## src/common/pswg_pkg.sv

```systemverilog
// Constants for the power stage waveform generator
package pswg_pkg;
	localparam logic [3:0] PSWG_ADR_SET_A = 4'h0;
	localparam logic [3:0] PSWG_ADR_RST_A = 4'h1;
	localparam logic [3:0] PSWG_ADR_SET_B = 4'h2;
	localparam logic [3:0] PSWG_ADR_RST_B = 4'h3;
	localparam logic [3:0] PSWG_ADR_CFG = 4'h4;
	localparam logic [3:0] PSWG_ADR_CTL = 4'h5;
	localparam logic [3:0] PSWG_ADR_OCFG = 4'h6;
	localparam logic [3:0] PSWG_ADR_OMTX = 4'h7;
	localparam logic [3:0] PSWG_ADR_STAT = 4'h8;
	localparam int PSWG_CFG_MODE_LSB = 0;
	localparam int PSWG_CFG_FIFTY = 2;
	localparam int PSWG_CFG_ENH = 3;
	localparam int PSWG_CFG_HOLD = 4;
	localparam int PSWG_CFG_AUTO = 5;
	localparam int PSWG_CTL_RUN = 0;
	localparam int PSWG_CTL_RESTART = 1;
	localparam int PSWG_OCFG_EN0 = 0;
	localparam int PSWG_OCFG_EN1 = 1;
	localparam int PSWG_OCFG_POL = 2;
	localparam logic [1:0] PSWG_MODE_FOUR = 2'h0;
	localparam logic [1:0] PSWG_MODE_TWO = 2'h1;
	localparam logic [1:0] PSWG_MODE_ONE = 2'h2;
	localparam logic [1:0] PSWG_MODE_CENTER = 2'h3;
	localparam logic [11:0] PSWG_DEAD4_EXTRA = 12'h002;
	localparam logic [11:0] PSWG_DEAD2_EXTRA = 12'h001;
	localparam logic [15:0] PSWG_CMP_RST = 16'h0000;
	localparam logic [7:0] PSWG_CFG_RST = 8'h00;
	localparam logic [3:0] PSWG_FRAME_LAST = 4'hF;
	typedef enum logic [3:0]
	{
		PSWG_ST_DEAD_A = 4'h1,
		PSWG_ST_ON_A = 4'h2,
		PSWG_ST_DEAD_B = 4'h4,
		PSWG_ST_ON_B = 4'h8
	} pswg_state_t;
endpackage

```

## src/rtl/pswg_core.sv

```systemverilog
// Power stage waveform generator with Wishbone register slave
//
// Register access over Wishbone and the placing of the registers were chosen for this implementation.
`timescale 1ns/1ps
module pswg_core
(
	input wire logic sys_clk_i,
	input wire logic rst_i,
	input wire logic wb_cyc_i,
	input wire logic wb_stb_i,
	input wire logic wb_we_i,
	input wire logic [5:0] wb_adr_i,
	input wire logic [3:0] wb_sel_i,
	input wire logic [31:0] wb_dat_i,
	output logic [31:0] wb_dat_o,
	output logic wb_ack_o,
	output logic part_a_output_o,
	output logic part_b_output_o,
	output logic [3:0] output_matrix_o,
	output logic cycle_end_o
);
	logic [15:0] set_a_reg, rst_a_reg, set_b_reg, rst_b_reg;
	logic [7:0] cfg_reg, ocfg_reg, omtx_reg;
	logic run_reg;
	logic [11:0] set_a_act, rst_a_act, set_b_act, rst_b_act;
	logic [3:0] div_act;
	logic [7:0] ocfg_act;
	logic [3:0] omtx_act;
	logic auto_act;
	logic last_rb_reg;
	logic [11:0] cnt_reg;
	logic [11:0] cnt_next;
	logic up_reg;
	logic extra_reg;
	logic out_a_reg, out_b_reg;
	logic end_reg;
	logic restart;
	logic cycle_end;
	logic load;
	logic long_cycle;
	logic [1:0] mode;
	pswg_pkg::pswg_state_t st_reg;

	wire wb_req = wb_cyc_i && wb_stb_i && !wb_ack_o;
	wire wb_wr = wb_req && wb_we_i;
	wire [3:0] idx = wb_adr_i[5:2];

	function automatic logic [15:0] pswg_merge(input logic [15:0] old, input logic [31:0] d,
		input logic [3:0] sel);
		pswg_merge = {sel[1] ? d[15:8] : old[15:8], sel[0] ? d[7:0] : old[7:0]};
	endfunction

	always_ff @(posedge sys_clk_i)
	begin
		if (rst_i)
			wb_ack_o <= 1'b0;
		else
			wb_ack_o <= wb_req;
	end

	always_ff @(posedge sys_clk_i)
	begin
		if (rst_i)
			wb_dat_o <= 32'h0000_0000;
		else if (wb_req && !wb_we_i)
		begin
			case (idx)
				pswg_pkg::PSWG_ADR_SET_A: wb_dat_o <= {16'h0000, set_a_reg};
				pswg_pkg::PSWG_ADR_RST_A: wb_dat_o <= {16'h0000, rst_a_reg};
				pswg_pkg::PSWG_ADR_SET_B: wb_dat_o <= {16'h0000, set_b_reg};
				pswg_pkg::PSWG_ADR_RST_B: wb_dat_o <= {16'h0000, rst_b_reg};
				pswg_pkg::PSWG_ADR_CFG: wb_dat_o <= {24'h000000, cfg_reg};
				pswg_pkg::PSWG_ADR_CTL: wb_dat_o <= {31'h0000_0000, run_reg};
				pswg_pkg::PSWG_ADR_OCFG: wb_dat_o <= {24'h000000, ocfg_reg};
				pswg_pkg::PSWG_ADR_OMTX: wb_dat_o <= {24'h000000, omtx_reg};
				pswg_pkg::PSWG_ADR_STAT: wb_dat_o <= {16'h0000, st_reg, cnt_reg};
				default: wb_dat_o <= 32'h0000_0000;
			endcase
		end
	end

	// Buffered compare registers written by software
	always_ff @(posedge sys_clk_i)
	begin
		if (rst_i)
		begin
			set_a_reg <= pswg_pkg::PSWG_CMP_RST;
			rst_a_reg <= pswg_pkg::PSWG_CMP_RST;
			set_b_reg <= pswg_pkg::PSWG_CMP_RST;
			rst_b_reg <= pswg_pkg::PSWG_CMP_RST;
			cfg_reg <= pswg_pkg::PSWG_CFG_RST;
			ocfg_reg <= pswg_pkg::PSWG_CFG_RST;
			omtx_reg <= pswg_pkg::PSWG_CFG_RST;
		end
		else if (wb_wr)
		begin
			case (idx)
				pswg_pkg::PSWG_ADR_SET_A: set_a_reg <= pswg_merge(set_a_reg, wb_dat_i, wb_sel_i);
				pswg_pkg::PSWG_ADR_RST_A: rst_a_reg <= pswg_merge(rst_a_reg, wb_dat_i, wb_sel_i);
				pswg_pkg::PSWG_ADR_SET_B: set_b_reg <= pswg_merge(set_b_reg, wb_dat_i, wb_sel_i);
				pswg_pkg::PSWG_ADR_RST_B: rst_b_reg <= pswg_merge(rst_b_reg, wb_dat_i, wb_sel_i);
				pswg_pkg::PSWG_ADR_CFG: if (wb_sel_i[0]) cfg_reg <= wb_dat_i[7:0];
				pswg_pkg::PSWG_ADR_OCFG: if (wb_sel_i[0]) ocfg_reg <= wb_dat_i[7:0];
				pswg_pkg::PSWG_ADR_OMTX: if (wb_sel_i[0]) omtx_reg <= wb_dat_i[7:0];
				default: ;
			endcase
		end
	end

	assign restart = wb_wr && idx == pswg_pkg::PSWG_ADR_CTL && wb_sel_i[0]
		&& wb_dat_i[pswg_pkg::PSWG_CTL_RESTART];

	always_ff @(posedge sys_clk_i)
	begin
		if (rst_i)
			run_reg <= 1'b0;
		else if (wb_wr && idx == pswg_pkg::PSWG_ADR_CTL && wb_sel_i[0])
			run_reg <= wb_dat_i[pswg_pkg::PSWG_CTL_RUN];
	end

	// Tracks whether part B reset compare was the last compare written since the last transfer
	always_ff @(posedge sys_clk_i)
	begin
		if (rst_i)
			last_rb_reg <= 1'b0;
		else if (wb_wr && idx == pswg_pkg::PSWG_ADR_RST_B)
			last_rb_reg <= 1'b1;
		else if (wb_wr && idx <= pswg_pkg::PSWG_ADR_SET_B)
			last_rb_reg <= 1'b0;
		else if (load)
			last_rb_reg <= 1'b0;
	end

	// Auto-update setting becomes effective only at a cycle end
	always_ff @(posedge sys_clk_i)
	begin
		if (rst_i)
			auto_act <= 1'b0;
		else if (cycle_end)
			auto_act <= cfg_reg[pswg_pkg::PSWG_CFG_AUTO];
	end

	// Auto-update prevails; else hold blocks; a stopped block loads freely
	assign load = !run_reg || restart || (cycle_end && (auto_act ? last_rb_reg
		: !cfg_reg[pswg_pkg::PSWG_CFG_HOLD]));

	always_ff @(posedge sys_clk_i)
	begin
		if (rst_i)
		begin
			set_a_act <= 12'h000;
			rst_a_act <= 12'h000;
			set_b_act <= 12'h000;
			rst_b_act <= 12'h000;
			div_act <= 4'h0;
			ocfg_act <= pswg_pkg::PSWG_CFG_RST;
			omtx_act <= 4'h0;
			mode <= pswg_pkg::PSWG_MODE_FOUR;
		end
		else if (load)
		begin
			// Fifty-percent mode duplicates part B into part A
			set_a_act <= cfg_reg[pswg_pkg::PSWG_CFG_FIFTY] ? set_b_reg[11:0]
				: set_a_reg[11:0];
			rst_a_act <= cfg_reg[pswg_pkg::PSWG_CFG_FIFTY] ? rst_b_reg[11:0]
				: rst_a_reg[11:0];
			set_b_act <= set_b_reg[11:0];
			rst_b_act <= rst_b_reg[11:0];
			div_act <= rst_b_reg[15:12];
			ocfg_act <= ocfg_reg;
			omtx_act <= omtx_reg[3:0];
			mode <= cfg_reg[1:0];
		end
	end

	pswg_frame u_frame
	(
		.sys_clk_i(sys_clk_i),
		.rst_i(rst_i),
		.cycle_end_i(cycle_end),
		.enh_i(cfg_reg[pswg_pkg::PSWG_CFG_ENH]),
		.divider_i(div_act),
		.long_o(long_cycle)
	);

	// Cycle end: last count of part B (in center mode the count back at zero after the down ramp)
	always_comb
	begin
		cycle_end = 1'b0;
		case (mode)
			pswg_pkg::PSWG_MODE_FOUR:
				cycle_end = st_reg == pswg_pkg::PSWG_ST_ON_B && cnt_reg + 12'h001 >= rst_b_act;
			pswg_pkg::PSWG_MODE_TWO:
				cycle_end = st_reg == pswg_pkg::PSWG_ST_DEAD_B && cnt_reg >= rst_b_act;
			pswg_pkg::PSWG_MODE_ONE:
				cycle_end = cnt_reg >= rst_b_act;
			pswg_pkg::PSWG_MODE_CENTER:
				cycle_end = !up_reg && cnt_reg == 12'h000;
			default: cycle_end = 1'b0;
		endcase
		// Extra count of a long cycle sits in part A, so it must not mask the end
		cycle_end = cycle_end && run_reg;
	end

	// Counter and phase sequencing
	always_ff @(posedge sys_clk_i)
	begin
		if (rst_i || restart || !run_reg || cycle_end)
		begin
			cnt_reg <= 12'h000;
			st_reg <= pswg_pkg::PSWG_ST_DEAD_A;
			up_reg <= 1'b1;
			extra_reg <= 1'b0;
		end
		else
		begin
			case (mode)
				pswg_pkg::PSWG_MODE_FOUR:
				begin
					cnt_reg <= cnt_reg + 12'h001;
					case (st_reg)
						pswg_pkg::PSWG_ST_DEAD_A:
							if (cnt_reg + 12'h001 >= set_a_act + pswg_pkg::PSWG_DEAD4_EXTRA)
							begin
								cnt_reg <= 12'h000;
								st_reg <= pswg_pkg::PSWG_ST_ON_A;
							end
						pswg_pkg::PSWG_ST_ON_A:
							if (cnt_reg + 12'h001 >= rst_a_act && !(long_cycle && !extra_reg))
							begin
								cnt_reg <= 12'h000;
								st_reg <= pswg_pkg::PSWG_ST_DEAD_B;
							end
							else if (cnt_reg + 12'h001 >= rst_a_act)
							begin
								cnt_reg <= cnt_reg;
								extra_reg <= 1'b1;
							end
						pswg_pkg::PSWG_ST_DEAD_B:
							if (cnt_reg + 12'h001 >= set_b_act + pswg_pkg::PSWG_DEAD4_EXTRA)
							begin
								cnt_reg <= 12'h000;
								st_reg <= pswg_pkg::PSWG_ST_ON_B;
							end
						default: ;
					endcase
				end
				pswg_pkg::PSWG_MODE_TWO:
				begin
					cnt_reg <= cnt_reg + 12'h001;
					if (st_reg == pswg_pkg::PSWG_ST_DEAD_A && cnt_reg >= rst_a_act)
					begin
						if (long_cycle && !extra_reg)
						begin
							cnt_reg <= cnt_reg;
							extra_reg <= 1'b1;
						end
						else
						begin
							cnt_reg <= 12'h000;
							st_reg <= pswg_pkg::PSWG_ST_DEAD_B;
						end
					end
				end
				pswg_pkg::PSWG_MODE_CENTER:
				begin
					if (up_reg && cnt_reg >= rst_b_act)
						up_reg <= 1'b0;
					else
						cnt_reg <= up_reg ? cnt_reg + 12'h001 : cnt_reg - 12'h001;
				end
				default:
				begin
					if (long_cycle && !extra_reg && cnt_reg == 12'h000)
						extra_reg <= 1'b1;
					else
						cnt_reg <= cnt_reg + 12'h001;
				end
			endcase
		end
	end

	// Output shaping from counter position
	always_comb
	begin
		out_a_reg = 1'b0;
		out_b_reg = 1'b0;
		case (mode)
			pswg_pkg::PSWG_MODE_FOUR:
			begin
				out_a_reg = st_reg == pswg_pkg::PSWG_ST_ON_A;
				out_b_reg = st_reg == pswg_pkg::PSWG_ST_ON_B;
			end
			pswg_pkg::PSWG_MODE_TWO:
			begin
				out_a_reg = st_reg == pswg_pkg::PSWG_ST_DEAD_A && cnt_reg > set_a_act;
				out_b_reg = st_reg == pswg_pkg::PSWG_ST_DEAD_B && cnt_reg > set_b_act;
			end
			pswg_pkg::PSWG_MODE_ONE:
			begin
				out_a_reg = cnt_reg > set_a_act && cnt_reg <= rst_a_act;
				out_b_reg = cnt_reg > set_b_act && cnt_reg <= rst_b_act;
			end
			pswg_pkg::PSWG_MODE_CENTER:
			begin
				out_a_reg = cnt_reg < set_a_act;
				out_b_reg = cnt_reg >= set_b_act;
			end
			default: ;
		endcase
	end

	always_ff @(posedge sys_clk_i)
	begin
		if (rst_i)
		begin
			part_a_output_o <= 1'b0;
			part_b_output_o <= 1'b0;
			output_matrix_o <= 4'h0;
			cycle_end_o <= 1'b0;
			end_reg <= 1'b0;
		end
		else
		begin
			part_a_output_o <= run_reg && ocfg_act[pswg_pkg::PSWG_OCFG_EN0]
				&& (out_a_reg ^ ocfg_act[pswg_pkg::PSWG_OCFG_POL]);
			part_b_output_o <= run_reg && ocfg_act[pswg_pkg::PSWG_OCFG_EN1]
				&& (out_b_reg ^ ocfg_act[pswg_pkg::PSWG_OCFG_POL]);
			output_matrix_o <= omtx_act;
			cycle_end_o <= cycle_end;
			end_reg <= cycle_end;
		end
	end

	wb_ack_a: assert property (@(posedge sys_clk_i) disable iff (rst_i)
		wb_cyc_i && wb_stb_i && !wb_ack_o |=> wb_ack_o)
		else $error("bus request not acknowledged next cycle");
	hold_block_a: assert property (@(posedge sys_clk_i) disable iff (rst_i)
		run_reg && !restart && !cycle_end |-> !load)
		else $error("transfer away from cycle end");
	hold_bit_a: assert property (@(posedge sys_clk_i) disable iff (rst_i)
		cycle_end && run_reg && !restart && !auto_act && cfg_reg[pswg_pkg::PSWG_CFG_HOLD]
		|-> !load) else $error("transfer while hold set");
	auto_last_a: assert property (@(posedge sys_clk_i) disable iff (rst_i)
		cycle_end && run_reg && !restart && auto_act |-> load == last_rb_reg)
		else $error("auto transfer ignores last write");
	auto_late_a: assert property (@(posedge sys_clk_i) disable iff (rst_i)
		!cycle_end |=> auto_act == $past(auto_act))
		else $error("auto setting changed mid cycle");
	fifty_copy_a: assert property (@(posedge sys_clk_i) disable iff (rst_i)
		load && cfg_reg[pswg_pkg::PSWG_CFG_FIFTY] |=> set_a_act == set_b_act
		&& rst_a_act == rst_b_act) else $error("fifty copy missing");
	cycle_restart_a: assert property (@(posedge sys_clk_i) disable iff (rst_i)
		cycle_end |=> cnt_reg == 12'h000 && st_reg == pswg_pkg::PSWG_ST_DEAD_A)
		else $error("cycle did not restart at part A");
	four_out_a: assert property (@(posedge sys_clk_i) disable iff (rst_i)
		mode == pswg_pkg::PSWG_MODE_FOUR && st_reg == pswg_pkg::PSWG_ST_DEAD_A |-> !out_a_reg)
		else $error("output 0 active in dead time");
	end_cv: cover property (@(posedge sys_clk_i) end_reg);
	center_cv: cover property (@(posedge sys_clk_i)
		mode == pswg_pkg::PSWG_MODE_CENTER && cycle_end);
	long_cv: cover property (@(posedge sys_clk_i) extra_reg);
endmodule

```

## src/rtl/pswg_frame.sv

```systemverilog
// Enhanced-resolution frame counter and long-cycle selector
`timescale 1ns/1ps
module pswg_frame
(
	input wire logic sys_clk_i,
	input wire logic rst_i,
	input wire logic cycle_end_i,
	input wire logic enh_i,
	input wire logic [3:0] divider_i,
	output logic long_o
);
	logic [3:0] idx_reg;

	function automatic logic [3:0] pswg_rev4(input logic [3:0] v);
		pswg_rev4 = {v[0], v[1], v[2], v[3]};
	endfunction

	always_ff @(posedge sys_clk_i)
	begin
		if (rst_i || !enh_i)
			idx_reg <= 4'h0;
		else if (cycle_end_i)
			idx_reg <= idx_reg + 4'h1;
	end

	// Order 0,8,4,12,... equals bit-reversed index below d
	assign long_o = enh_i && (pswg_rev4(idx_reg) < divider_i);

	frame_wrap_a: assert property (@(posedge sys_clk_i) disable iff (rst_i)
		enh_i && cycle_end_i && idx_reg == pswg_pkg::PSWG_FRAME_LAST |=> idx_reg == 4'h0)
		else $error("frame did not wrap after 16 cycles");
	zero_div_a: assert property (@(posedge sys_clk_i) disable iff (rst_i)
		divider_i == 4'h0 |-> !long_o)
		else $error("long cycle with zero divider");
endmodule

```

## config.mk

```make
export PLATFORM = sky130hd
export DESIGN_NAME = pswg_core
export DESIGN_NICKNAME = d
export VERILOG_FILES = /design/src/common/pswg_pkg.sv /design/src/rtl/pswg_core.sv /design/src/rtl/pswg_frame.sv
export SDC_FILE = /design/constraint.sdc
export NUM_CORES = 1
export LEC_CHECK = 0
export ABC_AREA = 0
export BUFFER_PORTS_ARGS = -buffer_cell sky130_fd_sc_hd__buf_2
export CAP_MARGIN = 15
export CORE_MARGIN = 3
export CORE_UTILIZATION = 25
export DETAILED_ROUTE_END_ITERATION = 7
export GPL_TIMING_DRIVEN = 0
export PLACE_DENSITY = 0.48
export SLEW_MARGIN = 20
export SYNTH_ARGS = -nofsm -noshare
export SYNTH_HDL_FRONTEND = slang
export SYNTH_SLANG_ARGS = --single-unit
```

## constraint.sdc

```tcl
create_clock -name sys_clk_i -period 7 [get_ports sys_clk_i]
set_input_delay 0.35 -clock sys_clk_i [delete_from_list [all_inputs] [get_ports sys_clk_i]]
set_output_delay 0.35 -clock sys_clk_i [all_outputs]
set_load 0.03 [all_outputs]
```

==> results of run 1 <==
## critical path: stages (launching register included)
cell and delay [ns]:
sky130_fd_sc_hd__dfxtp_1 0.75, sky130_fd_sc_hd__ha_1 0.39, sky130_fd_sc_hd__nand3_1 0.15, sky130_fd_sc_hd__nor3_1 0.75
sky130_fd_sc_hd__nand3_1 0.18, sky130_fd_sc_hd__xnor2_1 0.87, sky130_fd_sc_hd__ha_1 0.39, sky130_fd_sc_hd__nand4_1 0.14
sky130_fd_sc_hd__nor2_1 0.06, sky130_fd_sc_hd__a211oi_1 0.36, sky130_fd_sc_hd__a2bb2oi_1 0.32, sky130_fd_sc_hd__a21oi_1 0.24
sky130_fd_sc_hd__nor2_1 0.54, sky130_fd_sc_hd__o311ai_0 0.25, sky130_fd_sc_hd__a221oi_1 0.33
## synthesized netlist by cell type, drive strengths merged (4+ instances only)
| library cell | count | area [µm²] |
|---|---|---|
| nand2 | 207 | 777 |
| dfxtp | 198 | 3960 |
| a21oi | 197 | 986 |
| nand3 | 111 | 556 |
| ha | 110 | 1380 |
| nor2 | 106 | 398 |
| inv | 72 | 270 |
| clkbuf | 56 | 210 |
| mux2i | 53 | 531 |
| o21ai | 41 | 209 |
| buf | 38 | 255 |
| xnor2 | 33 | 289 |
| a211oi | 32 | 245 |
| nor3 | 25 | 130 |
| a21o | 20 | 150 |
| nand4 | 15 | 93.8 |
| nor2b | 12 | 75.1 |
| a221oi | 10 | 87.6 |
| a22oi | 10 | 75.1 |
| and3 | 10 | 62.6 |
| o211ai | 9 | 67.6 |
| a222oi | 8 | 80.1 |
| nand2b | 8 | 50.1 |
| nor4 | 8 | 71.3 |
| a31oi | 7 | 50.1 |
| a2111oi | 6 | 52.6 |
| o21a | 6 | 45.0 |
| o31ai | 6 | 50.1 |
| xor2 | 6 | 52.6 |
| o22ai | 5 | 31.3 |
| or3 | 5 | 31.3 |
| and4 | 4 | 35.0 |
| nor4b | 4 | 41.3 |
| o311ai | 4 | 35.0 |
## through the flow
step                instance area [µm²]  util (%)  hold slack [ns]
floorplan                         11800         -            0.427
global placement                  12800      27.8            0.442
detailed placement                12800      27.8            0.447
CTS                               13300      29.1            0.132
global route                      13300      29.1            0.153
finish                            13300      29.1            0.151
## worst paths after layout
path                            cells past startpoint   startpoint  slack (ns)     endpoint
worst max-delay path                               14   cnt_reg[1]        1.17   cnt_reg[3]
worst min-delay path                                3     wb_stb_i        0.15     wb_ack_o
worst max register to register                     14   cnt_reg[1]        1.17   cnt_reg[3]
worst min register to register                      2  ocfg_act[0]        0.46  ocfg_act[0]
## power groups by stage
stage / logic [W] / registers (W) / clock network (W)
after floorplan: 0.0000611 / 0.00116 / 0
after global placement: 0.000104 / 0.00116 / 0
after detailed placement: 0.000105 / 0.00116 / 0
after CTS: 0.000105 / 0.00113 / 0.00103
after global routing: 0.000113 / 0.00113 / 0.00107
final: 0.000106 / 0.00113 / 0.00101
## area by class of cell
| cell class | count | area share [%] |
|---|---|---|
| plain buffers | 94 | 3.49 |
| clock buffers | 17 | 3.19 |
| clock inverters | 14 | 1.05 |
| inverters | 72 | 2.03 |
| multi-input cells | 1125 | 53.2 |
| flip-flops and latches | 198 | 29.7 |
| well taps | 600 | 5.63 |
| repair buffers | 45 | 1.69 |
## layer usage
layer	track usage [%]	vias up	wire length, µm
met1	24.6	5368	21000
met2	28.6	372	20600
li1	-	5397	-
met3	2.99	82	2390
met4	6.79	0	1420
met5	0	-	0
## logic make-up after synthesis
| family | after synthesis | share of synthesized area (%) |
|---|---|---|
| AOI/OAI and AO/OA | 384 | 20.4 |
| xor gates and xnor gates | 39 | 2.91 |
| adders and majority gates | 110 | 11.7 |
| buffers and inverters | 166 | 6.28 |
| DFF | 198 | 33.8 |
| muxes | 53 | 4.53 |
| other | 1 | 0.0320 |
| and+or+nand+nor | 523 | 20.3 |
## layout by cell type, fill, tap and decap left out, drive strengths merged, types with 6 or more instances in the layout
| cell type | instances |
|---|---|
| conb | 16 |
| a222oi | 8 |
| inv | 79 |
| dfxtp | 198 |
| o211ai | 9 |
| mux2i | 53 |
| clkbuf | 73 |
| nand3 | 111 |
| nand2 | 207 |
| nor4 | 8 |
| nor2b | 12 |
| nor3 | 25 |
| xnor2 | 33 |
| a2111oi | 6 |
| a211oi | 32 |
| o31ai | 6 |
| a21o | 20 |
| xor2 | 6 |
| a221oi | 10 |
| a31oi | 7 |
| o21a | 6 |
| nand4 | 15 |
| ha | 110 |
| a22oi | 10 |
| a21oi | 197 |
| buf | 83 |
| o21ai | 41 |
| and3 | 10 |
| nand2b | 8 |
| nor2 | 106 |
==> impl_metrics.toml, run 1 <==
[route]
route.detailed.drc = 0
dr_total_vias = 11219
dr.first_iter.drc_count = 964
wl_per_cell_um = 21.0
drt_pre_antenna_iters = 6
routed_wirelength_mm = 45.5
final_antenna_net_count = 0
vias_per_cell = 5.18

[yosys]
synth_sequential_area_ratio_pct = 33.8
async_flop_share_pct = 0
syn_area_mm2 = 0.0117
synth_flop_cell = "sky130_fd_sc_hd__dfxtp_1"
synth_cell_types = 68
synth.ff_latch_count = 198
post_synth.cell_area_avg_um2 = 7.95
yosys_warnings = 0
synth_enable_flop_cells = 0
synthesis.instances = 1474

[global_routing]
maximum_number_of_pins_on_one_net_before_global_route_repair = 19
grt_first_pass_wirelength_mm = 68.4
globalRoute.totalOverflow = 0
number_of_antenna_violations_at_the_first_check_in_global_routing = 0
track_usage_pct = 18.0
grt_pass1_vias = 10712

[critical_path]
crit_path_end_kind = "flip-flop"
startpoint_type = "flip-flop"
timing.critical_path.arrival_ns = 6.20
worst-path-max-fanout = 10
worstSetupPathType = "flip-flop to flip-flop"
worstPathRequired_ns = 7.37

[clocking]
cts_buffers = 17
clkTransAtPathRegs_ns = 0.08
htree_num_levels = 4
cts_tree = "done"
clk_root_buffer_cell = "sky130_fd_sc_hd__clkbuf_16"
cts.repair_timing.setup_buffer_count = 0
clock_latency_on_the_worst_skew_pair_ns = 0.47
cts-hold-fix-buffers = 0
post_cts_resized = 0
clk_path_buf_depth = 2
cts_num_sinks = 198

[finish]
fraction_of_layout_instances_using_a_drive_strength_above_1_pct = 8.12
register_area_mm2 = 0.00396
layout.filler_cells = 4965
final_cell_count_no_fill = 2165
antenna_cells = 0
fin_nets = 1710
multiInputGateArea_mm2 = 0.00709
syn_to_final_growth_pct = 13.7

[timing]
setup_total_negative_slack_ns = 0
setup_repair_after_global_routing_missed_its_margin = "false"
maxSlewViolCount = 0
worst_slack_ns = 1.17
achievable-frequency_mhz = 171
slew_headroom_pct = 24.7
fin_skew_ns = 0.0173
final.period_utilization_pct = 83.3
timing_hold_violations_final = 0
timing.final.crit_period_ns = 5.83
setup_violations = 0
slew_worst_pin_ns = 1.12

[worst_hold_path]
hp-class = "primary input to flip-flop"

[pwr]
switching_share_pct = 26.3
cell_int_power_w = 0.00165
power_frac_clock_pct = 44.9
p_per_area_mw_per_mm2 = 168
seq_power_share_pct = 50.4
design_power_total_w = 0.00224
vdd_drop_max_v = 0.000174
static_leakage_power_nw = 4.93
p_comb_share_pct = 4.7
switchingPower_w = 0.000590

[die]
core_region_area_mm2 = 0.0459
row_count = 78
floorplan.initialDensity_pct = 25.6
floorplan.die_area_mm2 = 0.0495
die_h_um = 223
die_x_um = 223
io-pin-count = 87

[status]
outcome = "complete, no violations"

[placement]
gp_routability_congestion = 0.899
port_buffer_cells = 45
dp_slack_ns = 1.17
dp_cells = 2134
detailed_place_hpwl_mm = 35.4

[flow_run]
cap_violations = 0
Note: power is estimated with default switching activity, not from simulation.
==> run 2, diff against run 1 <==
Settings changed: ABC_AREA 0 to 1.
Clock period 7 ns to 5.78 ns, I/O delays scaled along.
==> run 2 against run 1 <==
Critical path depth rose by 2. Worst hold slack got worse by 0.047 ns. Power rose by 21%. Critical endpoint is now cnt_reg[2]. Largest cell class unchanged. Largest power group unchanged.
==> impl_metrics.toml, run 2 <==
[finish]
finalInstanceArea_mm2 = 0.0138
final_cell_count_no_fill = 2477
fraction_of_layout_instances_using_a_drive_strength_above_1_pct = 9.19
layout.filler_cells = 5257
most_frequent_standard_cell_in_the_layout_excluding_fill_and_tap_cells = "sky130_fd_sc_hd__nand2_1"
fin_util_pct = 28.8
most-common-layout-cells = "295 x sky130_fd_sc_hd__nand2_1, 232 x sky130_fd_sc_hd__inv_1, 223 x sky130_fd_sc_hd__nor2_1"
syn_to_final_growth_pct = 13.5
fin_nets = 2005

[clocking]
cts.repair_timing.setup_buffer_count = 0
clkTransAtPathRegs_ns = 0.09
cts_num_sinks = 198
cts-hold-fix-buffers = 0
clk_path_buf_depth = 2
clk_root_buffer_cell = "sky130_fd_sc_hd__clkbuf_16"
cts_tree = "done"
clock_latency_on_the_worst_skew_pair_ns = 0.47
htree_num_levels = 4
cts_buffers = 17
post_cts_resized = 0

[yosys]
netlist_top_cells_area = "sky130_fd_sc_hd__dfxtp_1 33%, sky130_fd_sc_hd__ha_1 11%, sky130_fd_sc_hd__nand2_1 9.1%"
yosys-top-cells-count = "295 x sky130_fd_sc_hd__nand2_1, 232 x sky130_fd_sc_hd__inv_1, 223 x sky130_fd_sc_hd__nor2_1"
synth.most_common_cell = "sky130_fd_sc_hd__nand2_1"
synthesis.instances = 1765
synthDominantAreaCellType = "sky130_fd_sc_hd__dfxtp_1"
synth_flop_cell = "sky130_fd_sc_hd__dfxtp_1"
synth_cell_types = 50
synth_sequential_area_ratio_pct = 32.6
post_synth.cell_area_avg_um2 = 6.89
yosys_warnings = 0
async_flop_share_pct = 0
syn_area_mm2 = 0.0122
yosysTopAreaCellShare_pct = 32.6
synth.ff_latch_count = 198
synth_enable_flop_cells = 0

[timing]
maxSlewViolCount = 0
fin_skew_ns = 0.0226
timing.final.crit_period_ns = 4.53
worst_slack_ns = 1.25
achievable-frequency_mhz = 221
slew_worst_pin_ns = 0.871
setup_repair_after_global_routing_missed_its_margin = "false"
setup_violations = 0
slew_headroom_pct = 41.7
timing_hold_violations_final = 0
final.period_utilization_pct = 78.3
setup_total_negative_slack_ns = 0

[route]
vias_per_cell = 4.82
wl_per_cell_um = 19.0
dr.first_iter.drc_count = 979
route.detailed.drc = 0
routed_wirelength_mm = 47.1
dr_total_vias = 11928
drt_pre_antenna_iters = 7
final_antenna_net_count = 0

[critical_path]
crit_path_end_kind = "flip-flop"
worst-path-max-fanout = 9
startpoint_type = "flip-flop"
worstSetupPathType = "flip-flop to flip-flop"
timing.critical_path.arrival_ns = 4.87
worstPathRequired_ns = 6.12

[global_routing]
maximum_number_of_pins_on_one_net_before_global_route_repair = 20
grt_pass1_vias = 11303
grt_first_pass_wirelength_mm = 70.0
globalRoute.totalOverflow = 0
number_of_antenna_violations_at_the_first_check_in_global_routing = 4
track_usage_pct = 18.4

[flow_run]
cap_violations = 0

[placement]
gp_routability_congestion = 0.938
placed_area_mm2 = 0.0132
port_buffer_cells = 49
dp_slack_ns = 1.40
dp_cells = 2444
detailed_place_hpwl_mm = 37.2

[die]
die_h_um = 227
floorplan.die_area_mm2 = 0.0514
core_region_area_mm2 = 0.0479
die_x_um = 227
row_count = 80
io-pin-count = 87
floorplan.initialDensity_pct = 25.4

[status]
outcome = "complete, no violations"

[worst_hold_path]
hp-class = "primary input to flip-flop"

[pwr]
p_per_area_mw_per_mm2 = 197
vdd_drop_max_v = 0.000215
static_leakage_power_nw = 5.75
[run 2: per-stage QoR]
step	hold slack, ns	total power, W
after floorplan	0.411	0.00149
after global placement	0.433	0.00154
after detailed placement	0.440	0.00154
after CTS	0.0958	0.00275
after global routing	0.115	0.00281
final	0.103	0.00272
[run 2: critical path, stage by stage, from the launching register on]
cell and delay (ns):
sky130_fd_sc_hd__dfxtp_1 0.74, sky130_fd_sc_hd__inv_2 0.27, sky130_fd_sc_hd__nor2_1 0.28, sky130_fd_sc_hd__nand4_1 0.18, sky130_fd_sc_hd__or2_0 0.27, sky130_fd_sc_hd__xor2_1 0.20, sky130_fd_sc_hd__inv_1 0.21, sky130_fd_sc_hd__ha_1 0.33
sky130_fd_sc_hd__nand2_1 0.06, sky130_fd_sc_hd__nor2_1 0.29, sky130_fd_sc_hd__nand3_1 0.31, sky130_fd_sc_hd__nand4_1 0.28, sky130_fd_sc_hd__nand2_1 0.07, sky130_fd_sc_hd__o21bai_1 0.34, sky130_fd_sc_hd__nand3_1 0.33, sky130_fd_sc_hd__nand2_1 0.14
sky130_fd_sc_hd__a21oi_1 0.09
[run 2: final cells by class]
type / count / area (µm²) / share of cell area [%]
antenna: 1 / 2.50 / 0.0181
inverter: 248 / 931 / 6.74
timing repair buffer: 49 / 245 / 1.78
clock buffer: 19 / 433 / 3.13
multi-input combinational: 1254 / 6880 / 49.8
tap: 615 / 769 / 5.57
sequential: 198 / 3960 / 28.7
clock inverter: 13 / 139 / 1.01
buffer: 80 / 454 / 3.29
[run 2: power breakdown]
group	total (W)	switching (W)	leakage, nW	internal, W
registers	0.00137	0.00000239	1.59	0.00137
clock network	0.00121	0.000630	0.277	0.000578
logic	0.000143	0.000106	3.88	0.0000366
[run 2: path summary, 6_finish.rpt]
kind | start | end | slack, ns | cells after the start
hold / removal | wb_dat_i[13] | set_a_reg[13] | 0.10 | 3
setup / recovery | cnt_reg[4] | cnt_reg[2] | 1.25 | 16
setup reg to reg | cnt_reg[4] | cnt_reg[2] | 1.25 | 16
hold reg to reg | omtx_act[0] | output_matrix_o[0] | 0.45 | 2
[run 2: per-layer routing]
layer,part of all wire (%),GRT usage [%]
met4,4.1,7.86
met3,5.6,2.68
met1,44,23.6
met2,46,30.8
met5,0.030,0
[run 2: cell families (layout without fill, tap and decap cells)]
kind of cell	Yosys count	after routing	synth area share, %
AOI/OAI and AO/OA	398	398	18.1
xor gates and xnor gates	27	27	1.94
adders and majority gates	110	110	11.3
buffers and inverters	328	409	11.4
DFF	198	198	32.6
other	1	17	0.0308
and+or+nand+nor	703	703	24.6
==> run 3, diff against run 2 <==
Settings changed: PLACE_DENSITY 0.48 to 0.49.
Clock period 5.78 ns to 3.7 ns, I/O delays scaled along.
==> run 3 against run 2 <==
Sequential cell count is the same. Clock-buffer cell count decreased by 1. Combinational power increased by 57%. Critical path depth increased by 2. Cell count rose by 0.40%. Via count up 0.45%. Global-route usage is 0.087 points lower. Sequential power up 55%. Design area rose by 1.9%. Utilization grew 0.56 points. Critical path type unchanged. Largest power group unchanged.
==> impl_metrics.toml, run 3 (synthesis results as in run 2) <==
[finish]
final_cell_count_no_fill = 2487
syn_to_final_growth_pct = 15.7
fin_util_pct = 29.4
fraction_of_layout_instances_using_a_drive_strength_above_1_pct = 11.9
most-common-layout-cells = "293 x sky130_fd_sc_hd__nand2_1, 227 x sky130_fd_sc_hd__inv_1, 208 x sky130_fd_sc_hd__nor2_1"
most_frequent_standard_cell_in_the_layout_excluding_fill_and_tap_cells = "sky130_fd_sc_hd__nand2_1"
fin_nets = 2015

[critical_path]
worst-path-max-fanout = 10
worstPathCellList = "buf_4, nand3_1, nor2_2, nand4_1, or2_0, xor2_1, inv_2, ha_1, nand2_1, o21ai_1, nor3_1, a21oi_2, nand2_2, nand2_4, inv_2, buf_6, o21ai_0, a21oi_1"
worstSetupPathType = "flip-flop to flip-flop"
worstReg2RegEnd = "cnt_reg[7]"
worstPathRequired_ns = 4.08
critPathSlowestCell = "sky130_fd_sc_hd__dfxtp_4"
r2r_setup_slack_ns = 0.16
reg2reg_depth = 18
crit_path_end_kind = "flip-flop"
most_common_cell_type_on_the_critical_path = "sky130_fd_sc_hd__inv_2"
timing.rr.start = "cnt_reg[2]"
startpoint_type = "flip-flop"
timing.critical_path.arrival_ns = 3.93
critical-path-max-stage-delay_ns = 0.42

[placement]
detailed_place_hpwl_mm = 36.8
dp_cells = 2444
dp_slack_ns = -0.648
port_buffer_cells = 49
gp_routability_congestion = 0.911

[pwr]
vdd_drop_max_v = 0.000327
static_leakage_power_nw = 5.85
p_per_area_mw_per_mm2 = 310

[die]
row_count = 80
core_region_area_mm2 = 0.0479
io-pin-count = 87
floorplan.initialDensity_pct = 25.4
die_x_um = 227
die_h_um = 227
floorplan.die_area_mm2 = 0.0514

[worst_hold_path]
hold_path_depth = 3
hold_worst_path_end = "set_b_reg[9]"
hp-class = "primary input to flip-flop"
min_from = "wb_dat_i[9]"

[timing]
setup_repair_after_global_routing_missed_its_margin = "true"
timing.final.crit_period_ns = 3.54
maxSlewViolCount = 0
final.period_utilization_pct = 95.8
slew_worst_pin_ns = 0.857
setup_violations = 0
timing_hold_violations_final = 0
fin_skew_ns = 0.0134
slew_headroom_pct = 42.7
achievable-frequency_mhz = 282
worst_slack_ns = 0.157

[clocking]
cts_tree = "done"
clkTransAtPathRegs_ns = 0.08
clock_latency_on_the_worst_skew_pair_ns = 0.46
cts_num_sinks = 198
clk_path_buf_depth = 2
htree_num_levels = 4
clk_root_buffer_cell = "sky130_fd_sc_hd__clkbuf_16"
cts_buffers = 17

[global_routing]
global_route.usage.met2_pct = 30.8
grt.busiest_layer = "met2"
met3_usage_pct = 3.03
maximum_number_of_pins_on_one_net_before_global_route_repair = 19
grt_first_pass_wirelength_mm = 70.0
met1_usage_pct = 23.7
number_of_antenna_violations_at_the_first_check_in_global_routing = 4
grt_pass1_vias = 11226
globalRoute.totalOverflow = 0
track_usage_pct = 18.3

[route]
vias_per_cell = 4.82
dr.first_iter.drc_count = 1210
dr_total_vias = 11982
wl_per_cell_um = 18.9
final_antenna_net_count = 0
route.detailed.drc = 0
routed_wirelength_mm = 47.0
drt_pre_antenna_iters = 5

[flow_run]
cap_violations = 0

[status]
outcome = "complete, no violations"
[run 3: cell types whose count changed in the layout (fill, tap and decap cells not counted), sizes merged]
cell and change:
buf +8, clkinvlp +3, inv -3, bufinv +2, dlygate4sd3 +2, clkbuf -1, clkinv -1
[run 3: area by class of cell]
type / instances / area, µm²
diodes: 1 / 2.50
plain buffers: 80 / 460
clock buffers: 18 / 439
clock inverters: 14 / 161
fillers: 5228 / 33900
inverters: 248 / 938
multi-input cells: 1254 / 6980
flip-flops and latches: 198 / 4000
well taps: 615 / 769
repair buffers: 59 / 325
[run 3: per-stage QoR]
stage	hold WS, ns	TNS [ns]	area, µm²	total power [W]
global placement	0.440	-40.87	13200	0.00241
floorplan	0.320	0	12200	0.00232
finish	0.0121	0	14100	0.00436
detailed placement	0.436	-38.87	13200	0.00241
CTS	0.00368	0	14000	0.00438
global route	0.0219	-1.20	14100	0.00449
[run 3: worst max path at each step]
stage               start           end  slack [ns]  cells after the start
2_1_floorplan  cnt_reg[0]    cnt_reg[3]        0.57                     21
4_1_cts        cnt_reg[4]    cnt_reg[0]        0.04                     18
3_5_place_dp   cnt_reg[0]   cnt_reg[11]       -0.65                     17
6_report       cnt_reg[2]    cnt_reg[7]        0.16                     18
5_1_grt        cnt_reg[2]  set_a_act[7]       -0.08                     18
3_3_place_gp   cnt_reg[0]    cnt_reg[2]       -0.70                     17
[run 3: routing by layer]
layer | vias up | share of wire [%]
met5 | - | 0
met1 | 5539 | 45
met2 | 375 | 46
met4 | 0 | 3.4
li1 | 5978 | -
met3 | 90 | 5.4
[run 3: power breakdown]
part           internal [W]  switching [W]  total (W)
Combinational     0.0000592       0.000166   0.000225
Sequential          0.00213     0.00000379    0.00213
Clock               0.00104       0.000966    0.00200
[run 3: critical path, delay by kind of cell (launching register included)]
| family | cells | cell delay [ns] |
|---|---|---|
| AOI/OAI and AO/OA | 4 | 0.51 |
| and+or+nand+nor | 8 | 1.37 |
| DFF | 1 | 0.42 |
| buffers and inverters | 4 | 0.66 |
| adders and majority gates | 1 | 0.31 |
| xor gates and xnor gates | 1 | 0.20 |
[run 3: what timing repair did]
action                                  CTS  global route
endpoints found under the hold margin     2             0
endpoints found under the setup margin   86            69
setup buffers                             3             5
pin swaps                                 0             2
gates resized for setup                  30            29
cloned                                    0             0
hold buffers                              2             0
